--- config.mk ---
export PLATFORM = sky130hd
export DESIGN_NAME = sldpe_engine
export DESIGN_NICKNAME = d
export VERILOG_FILES = /design/src/rtl/sldpe_pkg.sv /design/src/rtl/sldpe_engine.sv /design/src/rtl/sldpe_sum.sv /design/src/rtl/sldpe_timer.sv
export SDC_FILE = /design/constraint.sdc
export NUM_CORES = 1
export LEC_CHECK = 0
export BUFFER_PORTS_ARGS = -buffer_cell sky130_fd_sc_hd__buf_4
export CELL_PAD_IN_SITES_DETAIL_PLACEMENT = 0
export CELL_PAD_IN_SITES_GLOBAL_PLACEMENT = 1
export CORE_ASPECT_RATIO = 1.2
export CORE_UTILIZATION = 47
export CTS_BUF_LIST = sky130_fd_sc_hd__clkbuf_8
export CTS_CLUSTER_DIAMETER = 100
export DETAILED_ROUTE_END_ITERATION = 8
export PLACE_DENSITY = 0.86
export REMOVE_ABC_BUFFERS = 1
export SYNTH_ARGS = -nofsm -noshare
export SYNTH_HDL_FRONTEND = slang
export SYNTH_SLANG_ARGS = --single-unit
--- constraint.sdc ---
create_clock -name CLOCK -period 4.05 [get_ports CLOCK]
set_clock_uncertainty 0.2 [all_clocks]
set_input_delay 0.81 -clock CLOCK [delete_from_list [all_inputs] [get_ports CLOCK]]
set_output_delay 0.81 -clock CLOCK [all_outputs]
set_load 0.01 [all_outputs]
--- src/rtl/sldpe_pkg.sv ---
// Purpose: Shared constants and carriers for the serial loader packet engine.
// Assumes: Byte-wide serial link framing is done outside this block.
// Notes: All codes, lengths and timing counts live here.
package sldpe_pkg;

	// ********************************
	// Link bytes and command codes
	// ********************************
	localparam logic [7:0] ACK_BYTE = 8'hCC;
	localparam logic [7:0] NAK_BYTE = 8'h33;
	localparam logic [7:0] CMD_PING = 8'h20;
	localparam logic [7:0] CMD_DOWNLOAD = 8'h21;
	localparam logic [7:0] CMD_RUN = 8'h22;
	localparam logic [7:0] CMD_QUERY_RESULT = 8'h23;
	localparam logic [7:0] CMD_SEND_DATA = 8'h24;
	localparam logic [7:0] CMD_RESET = 8'h25;

	// ********************************
	// Packet lengths and status codes
	// ********************************
	localparam logic [7:0] LEN_SHORT = 8'h03;
	localparam logic [7:0] LEN_RUN = 8'h07;
	localparam logic [7:0] LEN_LONG = 8'h0B;
	localparam logic [7:0] HDR_BYTES = 8'h02;
	localparam logic [7:0] MAX_DATA_BYTES = 8'h08;
	localparam logic [7:0] STAT_SUCCESS = 8'h40;
	localparam logic [7:0] STAT_UNKNOWN_CMD = 8'h41;
	localparam logic [7:0] STAT_INVALID_CMD = 8'h42;
	localparam logic [7:0] STAT_FLASH_FAIL = 8'h43;

	// ********************************
	// Timing
	// ********************************
	localparam int CLK_MHZ = 50;
	localparam int ERASE_US = 100;
	localparam int ERASE_CYCLES = ERASE_US * CLK_MHZ;

	// One byte moving across the link.
	typedef struct packed {
		logic valid;
		logic [7:0] data;
	} sldpe_byte_s;

	// One byte written into target memory.
	typedef struct packed {
		logic [31:0] addr;
		logic [7:0] data;
	} sldpe_prog_s;

endpackage

--- src/rtl/sldpe_engine.sv ---
// Purpose: Packet layer and command interpreter of a serial boot loader.
// Assumes: Received bytes arrive one per RX_VALID pulse; TX_READY paces output.
// Notes: Memory writes are issued as PROG strobes; erase is a timed request.
`timescale 1ns/1ps
`default_nettype none
// Summary of operation
// RQ1: First byte is packet length including length and sum bytes.
// RQ2: Second byte equals the sum of data bytes only.
// RQ3: Sum keeps only the low eight bits.
// RQ4: Answer each packet with 0xCC on success, 0x33 on failure.
// RQ5: A sum mismatch is a faulty packet and gets 0x33.
// RQ6: Acknowledge means good reception, not a valid command.
// RQ7: Zeros may precede a returned packet; first nonzero is its length.
// RQ8: Returned packet bytes follow each other without gaps.
// RQ9: Host answers each returned packet with acknowledge or negative.
// RQ10: After a negative answer the host resends the failed command.
// RQ11: While waiting for the host answer, zero bytes are ignored.
// RQ12: Synchronous host clocks data out with zero padding bytes.
// RQ13: First data byte is the command code.
// RQ14: Ping 0x20 sets status to success.
// RQ15: Query 0x23 returns one status byte in a packet.
// RQ16: Download 0x21 carries address then count, most significant first.
// RQ17: Download erases the region before answering.
// RQ18: Data 0x24 valid only after download; programs and advances address.
// RQ19: Host puts at most eight data bytes in a data command.
// RQ20: Programming stops once the download count is reached.
// RQ21: A rejected data packet leaves the address unchanged.
// RQ22: Host queries status after download and data commands.
// RQ23: Run 0x22 carries an address; acknowledge precedes the jump.
// RQ24: Reset 0x25 acknowledges first, then resets the device.
module sldpe_engine
	import sldpe_pkg::*;
#(
	parameter int ERASE_WAIT = ERASE_CYCLES
) (
	// Clock and reset.
	input wire logic CLOCK,
	input wire logic NRST,
	// Received byte stream.
	input wire sldpe_pkg::sldpe_byte_s RX,
	// Transmit byte stream.
	output sldpe_pkg::sldpe_byte_s TX,
	input wire logic TX_READY,
	// Target memory side.
	output sldpe_pkg::sldpe_prog_s PROG,
	output logic PROG_STROBE,
	output logic ERASE_STROBE,
	output logic [31:0] ERASE_ADDR,
	output logic [31:0] ERASE_LEN,
	// Execution control.
	output logic RUN_STROBE,
	output logic [31:0] RUN_ADDR,
	output logic SOFT_RESET
);
	import sldpe_pkg::*;

	typedef enum logic [2:0] {
		S_LEN = 3'b000,
		S_SUM = 3'b001,
		S_DATA = 3'b010,
		S_EXEC = 3'b011,
		S_ERASE = 3'b100,
		S_ANSWER = 3'b101,
		S_REPLY = 3'b110,
		S_WAIT_HOST = 3'b111
	} sldpe_state_e;

	sldpe_state_e state;
	logic [7:0] pkt_len;
	logic [7:0] pkt_sum;
	logic [7:0] idx;
	logic [7:0] cmd;
	logic [63:0] params;
	logic [7:0] dbuf [0:7];
	logic [7:0] status;
	logic [31:0] prog_addr;
	logic [31:0] prog_left;
	logic armed;
	logic good;
	logic [1:0] reply_idx;
	logic [3:0] wr_idx;
	logic pend_run;
	logic pend_reset;
	logic [7:0] calc_sum;
	logic erase_done;
	logic sum_clear;
	logic sum_add;
	logic rx_byte;
	logic ack_out;

	assign rx_byte = RX.valid;
	assign sum_clear = (state == S_LEN);
	assign sum_add = rx_byte && (state == S_DATA);

	// Sum of data bytes only; the length and sum bytes never enter it.
	sldpe_sum u_sum (
		.clk(CLOCK),
		.nrst(NRST),
		.clear(sum_clear), // RQ2
		.add(sum_add),
		.data(RX.data),
		.sum(calc_sum)
	);

	sldpe_timer #(.CYCLES(ERASE_WAIT)) u_erase (
		.clk(CLOCK),
		.nrst(NRST),
		.start(ERASE_STROBE),
		.done(erase_done)
	);

	// Assemble big-endian 32-bit words from the parameter bytes.
	function automatic logic [31:0] word_at(input logic [63:0] p, input logic hi);
		word_at = hi ? p[63:32] : p[31:0];
	endfunction

	// ********************************
	// Packet receive and command state machine
	// ********************************
	always_ff @(posedge CLOCK) begin
		if (!NRST) begin
			state <= S_LEN;
			pkt_len <= 8'h00;
			pkt_sum <= 8'h00;
			idx <= 8'h00;
			cmd <= 8'h00;
			params <= 64'h0;
			good <= 1'b0;
			reply_idx <= 2'b00;
		end else begin
			unique case (state)
				S_LEN: begin
					// Leading zeros are padding, not a length.
					if (rx_byte && RX.data != 8'h00) begin
						pkt_len <= RX.data; // RQ1
						state <= S_SUM;
					end
				end
				S_SUM: begin
					if (rx_byte) begin
						pkt_sum <= RX.data;
						idx <= 8'h00;
						cmd <= 8'h00; // A short packet must not replay the last command.
						state <= (pkt_len > HDR_BYTES) ? S_DATA : S_EXEC;
					end
				end
				S_DATA: begin
					if (rx_byte) begin
						if (idx == 8'h00) begin
							cmd <= RX.data; // RQ13
						end else begin
							params <= {params[55:0], RX.data}; // RQ16
						end
						idx <= idx + 8'h01;
						if (idx == pkt_len - HDR_BYTES - 8'h01) begin // RQ1
							state <= S_EXEC;
						end
					end
				end
				S_EXEC: begin
					good <= (calc_sum == pkt_sum); // RQ5
					if (calc_sum == pkt_sum && cmd == CMD_DOWNLOAD && pkt_len == LEN_LONG) begin
						state <= S_ERASE; // RQ17
					end else begin
						state <= S_ANSWER;
					end
				end
				S_ERASE: begin
					if (erase_done) begin
						state <= S_ANSWER;
					end
				end
				S_ANSWER: begin
					if (TX_READY) begin
						reply_idx <= 2'b00;
						state <= (good && cmd == CMD_QUERY_RESULT) ? S_REPLY : S_LEN; // RQ15
					end
				end
				S_REPLY: begin
					// Three bytes back to back once the acknowledge byte leaves.
					if (TX_READY) begin
						reply_idx <= reply_idx + 2'b01;
						if (reply_idx == 2'b10) begin
							state <= S_WAIT_HOST; // RQ8
						end
					end
				end
				S_WAIT_HOST: begin
					if (rx_byte && RX.data != 8'h00) begin
						state <= S_LEN; // RQ11
					end
				end
			endcase
		end
	end

	// ********************************
	// Transmit byte
	// ********************************
	always_ff @(posedge CLOCK) begin
		if (!NRST) begin
			TX <= '0;
			ack_out <= 1'b0;
		end else begin
			TX.valid <= 1'b0;
			// High while an acknowledge byte stands on TX, so later strobes can follow it.
			ack_out <= state == S_ANSWER && TX_READY && good;
			if (state == S_ANSWER && TX_READY) begin
				TX <= '{valid: 1'b1, data: good ? ACK_BYTE : NAK_BYTE}; // RQ4 RQ6
			end else if (state == S_REPLY && TX_READY) begin
				unique case (reply_idx)
					2'b00: TX <= '{valid: 1'b1, data: LEN_SHORT}; // RQ7
					2'b01: TX <= '{valid: 1'b1, data: status}; // RQ15
					default: TX <= '{valid: 1'b1, data: status};
				endcase
			end
		end
	end

	// ********************************
	// Command effects and status
	// ********************************
	always_ff @(posedge CLOCK) begin
		if (!NRST) begin
			status <= STAT_SUCCESS;
			prog_addr <= 32'h0;
			prog_left <= 32'h0;
			armed <= 1'b0;
			ERASE_STROBE <= 1'b0;
			ERASE_ADDR <= 32'h0;
			ERASE_LEN <= 32'h0;
			wr_idx <= 4'h0;
			pend_run <= 1'b0;
			pend_reset <= 1'b0;
			RUN_ADDR <= 32'h0;
		end else begin
			ERASE_STROBE <= 1'b0;
			if (state == S_EXEC && calc_sum == pkt_sum) begin
				wr_idx <= 4'h0;
				unique case (cmd)
					CMD_PING: status <= STAT_SUCCESS; // RQ14
					CMD_QUERY_RESULT: status <= status;
					CMD_DOWNLOAD: begin
						if (pkt_len == LEN_LONG) begin
							prog_addr <= word_at(params, 1'b1); // RQ16
							prog_left <= word_at(params, 1'b0);
							ERASE_ADDR <= word_at(params, 1'b1);
							ERASE_LEN <= word_at(params, 1'b0);
							ERASE_STROBE <= 1'b1; // RQ17
							armed <= 1'b1;
							status <= STAT_SUCCESS;
						end else begin
							status <= STAT_INVALID_CMD;
						end
					end
					CMD_SEND_DATA: begin
						if (!armed || pkt_len <= 8'h03 || pkt_len - 8'h03 > MAX_DATA_BYTES) begin
							status <= STAT_INVALID_CMD; // RQ18
						end else begin
							wr_idx <= 4'(pkt_len - 8'h03);
							status <= STAT_SUCCESS;
						end
					end
					CMD_RUN: begin
						if (pkt_len == LEN_RUN) begin
							RUN_ADDR <= word_at(params, 1'b0);
							pend_run <= 1'b1; // RQ23
							status <= STAT_SUCCESS;
						end else begin
							status <= STAT_INVALID_CMD;
						end
					end
					CMD_RESET: pend_reset <= (pkt_len == LEN_SHORT); // RQ24
					default: status <= STAT_UNKNOWN_CMD;
				endcase
			end else if (wr_idx != 4'h0) begin
				// One byte per cycle; the address only moves on a good packet.
				wr_idx <= wr_idx - 4'h1;
				if (prog_left != 32'h0) begin
					prog_addr <= prog_addr + 32'h1; // RQ18 RQ21
					prog_left <= prog_left - 32'h1; // RQ20
				end else begin
					armed <= 1'b0; // RQ20
				end
			end
			if (ack_out) begin
				pend_run <= 1'b0;
				pend_reset <= 1'b0;
			end
		end
	end

	// Capture data bytes so the programming pass can walk them later.
	always_ff @(posedge CLOCK) begin
		if (rx_byte && state == S_DATA && idx != 8'h00 && idx <= MAX_DATA_BYTES) begin
			dbuf[3'(idx - 8'h01)] <= RX.data;
		end
	end

	// ********************************
	// Output strobes
	// ********************************
	always_ff @(posedge CLOCK) begin
		if (!NRST) begin
			PROG <= '0;
			PROG_STROBE <= 1'b0;
			RUN_STROBE <= 1'b0;
			SOFT_RESET <= 1'b0;
		end else begin
			PROG_STROBE <= (wr_idx != 4'h0) && (prog_left != 32'h0) && state != S_EXEC;
			PROG.addr <= prog_addr;
			PROG.data <= dbuf[3'(pkt_len - 8'h03 - {4'h0, wr_idx})];
			// Run and reset fire only after their acknowledge byte left.
			RUN_STROBE <= ack_out && pend_run; // RQ23
			SOFT_RESET <= ack_out && pend_reset; // RQ24
		end
	end
endmodule
`default_nettype wire

--- src/rtl/sldpe_sum.sv ---
// Purpose: Eight-bit running sum of packet data bytes.
// Assumes: clear and add never needed in the same byte slot with stale data.
// Notes: Carries above bit 7 are dropped.
`timescale 1ns/1ps
`default_nettype none
module sldpe_sum (
	// Clock and reset.
	input wire logic clk,
	input wire logic nrst,
	// Control.
	input wire logic clear,
	input wire logic add,
	input wire logic [7:0] data,
	// Result.
	output logic [7:0] sum
);
	// Clear wins over add, since a fresh packet always starts from zero.
	always_ff @(posedge clk) begin
		if (!nrst || clear) begin
			sum <= 8'h00;
		end else if (add) begin
			sum <= sum + data; // RQ3
		end
	end
endmodule
`default_nettype wire

--- src/rtl/sldpe_timer.sv ---
// Purpose: Down counter that holds the engine while an erase runs.
// Assumes: start is a one-cycle pulse.
// Notes: done is a one-cycle pulse at the end of the count.
`timescale 1ns/1ps
`default_nettype none
module sldpe_timer #(
	parameter int CYCLES = 5000
) (
	// Clock and reset.
	input wire logic clk,
	input wire logic nrst,
	// Control.
	input wire logic start,
	output logic done
);
	logic [31:0] count;

	// Count down from the load value; done fires as it reaches zero.
	always_ff @(posedge clk) begin
		if (!nrst) begin
			count <= 32'h0000_0000;
			done <= 1'b0;
		end else begin
			done <= (count == 32'h0000_0001);
			if (start) begin
				count <= 32'(CYCLES);
			end else if (count != 32'h0000_0000) begin
				count <= count - 32'h0000_0001;
			end
		end
	end
endmodule
`default_nettype wire

==> impl_metrics.env <==
export IMPL_outcome="finished, final reports clean"
export IMPL_ir_drop_mv=0.386
export IMPL_drc=0
export IMPL_cts_tree="done"
export IMPL_synth_cell_type_count=77
export IMPL_cts_path_max_buffers=3
export IMPL_vias_per_cell=5.66
export IMPL_layout_drive_gt1_share_pct=15.1
export IMPL_ant_nets=0
export IMPL_path_cells="or4_1 > or3_1 > nor4_4 > o22a_2 > buf_12 > nor2_1 > o221a_2"
export IMPL_synth_area_per_cell_sq_um=8.79
export IMPL_grt_setup_unrepaired="no"
export IMPL_die_y_um=217
export IMPL_synth_edff_count=64
export IMPL_syn_to_final_growth_pct=16.2
export IMPL_worst_slack_ns=0.726
export IMPL_synth_cell_area_sq_mm=0.0181
export IMPL_routedWlPerCell_um=17.7
export IMPL_vias=15400
export IMPL_timing_reg2reg_setup_slack_ns=0.73
export IMPL_design_area_sq_mm=0.0210
export IMPL_crit_arrival_ns=3.62
export IMPL_nets=2222
export IMPL_grt_pass1_vias=14700
export IMPL_synth_yosys_seq_area_share_pct=50.7
export IMPL_diodes=0
export IMPL_tightestPinTransition_ns=0.892
export IMPL_htree_levels=3
export IMPL_clk_pin_slew_ns=0.06
export IMPL_max_slew_margin_pct=40.4
export IMPL_seq_area_sq_mm=0.00919
export IMPL_clock_latency_ns=0.62
export IMPL_start_util_pct=47.8
export IMPL_syn_inst=2062
export IMPL_portBuffers=160
export IMPL_cts_resized=0
export IMPL_antenna_found_initial=0
export IMPL_cts_setup_buffers=0
export IMPL_ys_flop_type="dfxtp_1"
export IMPL_max_freq_ghz=0.301
export IMPL_path_max_fanout=43
export IMPL_synth_async_reset_ratio_pct=0
export IMPL_yosysWarnings=0
export IMPL_finalCritPeriodShare_pct=82.1
export IMPL_grt_pass1_wl_um=77300
export IMPL_crit_buf_inv=1
export IMPL_post_dp_cell_area_sq_mm=0.0197
export IMPL_dp_hpwl_um=31300
export IMPL_cts_buffers=70
export IMPL_cpPeakStageDelay_ns=0.57
export IMPL_synth_area_top_cells="dfxtp_1 (40%), edfxtp_1 (11%), nand2_1 (8.7%)"
export IMPL_setup_viol_count_final=0
export IMPL_coreArea_sq_mm=0.0379
export IMPL_period_needed_ns=3.32
export IMPL_die_w_um=181
export IMPL_yosys_area_top_type_share_pct=40.1
export IMPL_final_cell_count_no_fill=2715
export IMPL_startpoint_type="flip-flop"
export IMPL_place_congestion=0.848
export IMPL_first_iter_violations=1103
export IMPL_ctsRootBufferMaster="clkbuf_8"
export IMPL_final_hold_violation_count=0
export IMPL_nFillCells=3520
export IMPL_worstSetupPathType="reg -> reg"
export IMPL_critPathCaptureType="flip-flop"
export IMPL_crit_slowest_cell="or4_1"
export IMPL_globalRouteTotalUtil_pct=24.4
export IMPL_multi_input_area_sq_mm=0.00825
export IMPL_cap_violations=0
export IMPL_worstPathRequired_ns=4.35
export IMPL_post_place_ws_ns=0.792
export IMPL_yosysTopAreaCell="dfxtp_1"
export IMPL_fp_row_count=78
export IMPL_hold_path_class="reg -> reg"
export IMPL_ios=161
export IMPL_total_power_w=0.0129
export IMPL_path_delay_family="simple AND/OR/NAND/NOR gates"
export IMPL_cts_sinks=427
export IMPL_grt_start_max_net_pins=109
export IMPL_dp_cells=2595
export IMPL_leakagePower_nw=7.69
export IMPL_slew_viol_final=0
export IMPL_cts_hold_buf=0
export IMPL_dieArea_sq_mm=0.0393
export IMPL_ys_ff_latch=427
export IMPL_dr_pass1_iters=7
export IMPL_grt_ovfl_total=0
export IMPL_wl_um=48000
export IMPL_p_per_area_mw_per_mm2=615
==> kinds of logic (layout without fill, tap and decap cells) <==
family | count (synthesis) | in the layout | synth area share, %
AOI/OAI and AO/OA | 473 | 473 | 15.4
xor gates and xnor gates | 53 | 53 | 2.64
adders and majority gates | 24 | 24 | 1.73
buffers and inverters | 175 | 348 | 4.05
DFF | 427 | 427 | 50.7
muxes | 38 | 38 | 3.22
and+or+nand+nor | 872 | 872 | 22.3
==> cells in the final DEF (no fill, tap or decap), drive strengths merged, types with 6 or more instances in the layout <==
cell / instances
o22ai: 15
a211oi: 8
mux2i: 20
xor2: 24
nor4: 34
or4: 19
a31oi: 11
clkbuf: 91
nor3: 61
xnor2: 28
dfxtp: 363
clkinv: 6
and2: 26
nand2b: 14
o2bb2ai: 11
nor2b: 8
ha: 21
o21ai: 86
or2: 9
edfxtp: 64
buf: 194
nand4: 18
nand2: 420
o31a: 12
a21oi: 259
o221a: 9
nand3: 88
nor3b: 8
o211ai: 6
o31ai: 11
o32ai: 6
inv: 56
or3: 16
nor2: 118
and3: 10
mux4: 16
==> area by class of cell <==
| cell class | instances | area share (%) |
|---|---|---|
| sequential | 427 | 43.7 |
| multi-input combinational | 1460 | 39.2 |
| timing repair buffer | 194 | 7.16 |
| clock buffer | 91 | 5.95 |
| tap | 480 | 2.85 |
| inverter | 34 | 0.630 |
| clock inverter | 29 | 0.559 |
==> state kept, by name (all words and copies together), names as in the netlist, 32 cells and up <==
| name | count |
|---|---|
| RUN_ADDR | 32 |
| ERASE_LEN | 32 |
| PROG | 40 |
| dbuf | 64 |
| ERASE_ADDR | 32 |
| u_erase.count | 32 |
| prog_addr | 32 |
| prog_left | 32 |
| params | 64 |
==> final timing paths <==
check / start / depth (start not counted) / to
min: cmd[3] / 2 / cmd[3]
min reg2reg: cmd[3] / 2 / cmd[3]
max reg2reg: prog_left[23] / 7 / prog_left[5]
max: prog_left[23] / 7 / prog_left[5]
==> worst reg2reg max path: stages, from the launching register on <==
cell and delay (ns):
dfxtp_1 0.35, or4_1 0.57, or3_1 0.50, nor4_4 0.46, o22a_2 0.50, buf_12 0.29
nor2_1 0.09, o221a_2 0.25
==> cells in the mapped netlist (14+ instances only) <==
master	number
o22ai_1	15
inv_1	34
xnor2_1	28
nor2_1	118
nand2b_1	14
and2_1	26
nand2_1	420
ha_1	21
o21ai_0	82
nor4_1	31
xor2_1	24
nand3_1	88
mux2i_1	20
nand4_1	18
edfxtp_1	64
or4_1	19
or3_1	16
mux4_2	16
dfxtp_1	363
a21oi_1	259
clkbuf_1	108
nor3_1	61
==> report_power, final <==
group	internal, W	leakage [nW]	switching, W
clock network	0.00200	0.790	0.00166
registers	0.00468	3.51	0.000382
logic	0.00163	3.39	0.00259
total	0.00831	7.69	0.00464
==> metal layers <==
layer	wire length (um)	track usage, %	vias up
met5	0	0	-
met4	1390	10.6	0
met3	2240	3.35	95
met2	23900	42.4	445
met1	20500	30.1	7323
li1	-	-	7517
==> stage by stage <==
step	util [%]	hold WS, ns	setup TNS [ns]
5_1_grt	55.6	0.266	0
3_3_place_gp	52.0	0.239	0
4_1_cts	55.6	0.253	0
6_report	55.6	0.253	0
2_1_floorplan	-	0.224	-697.84
3_5_place_dp	52.0	0.245	0
No activity file was read; power rests on OpenSTA's default activity.
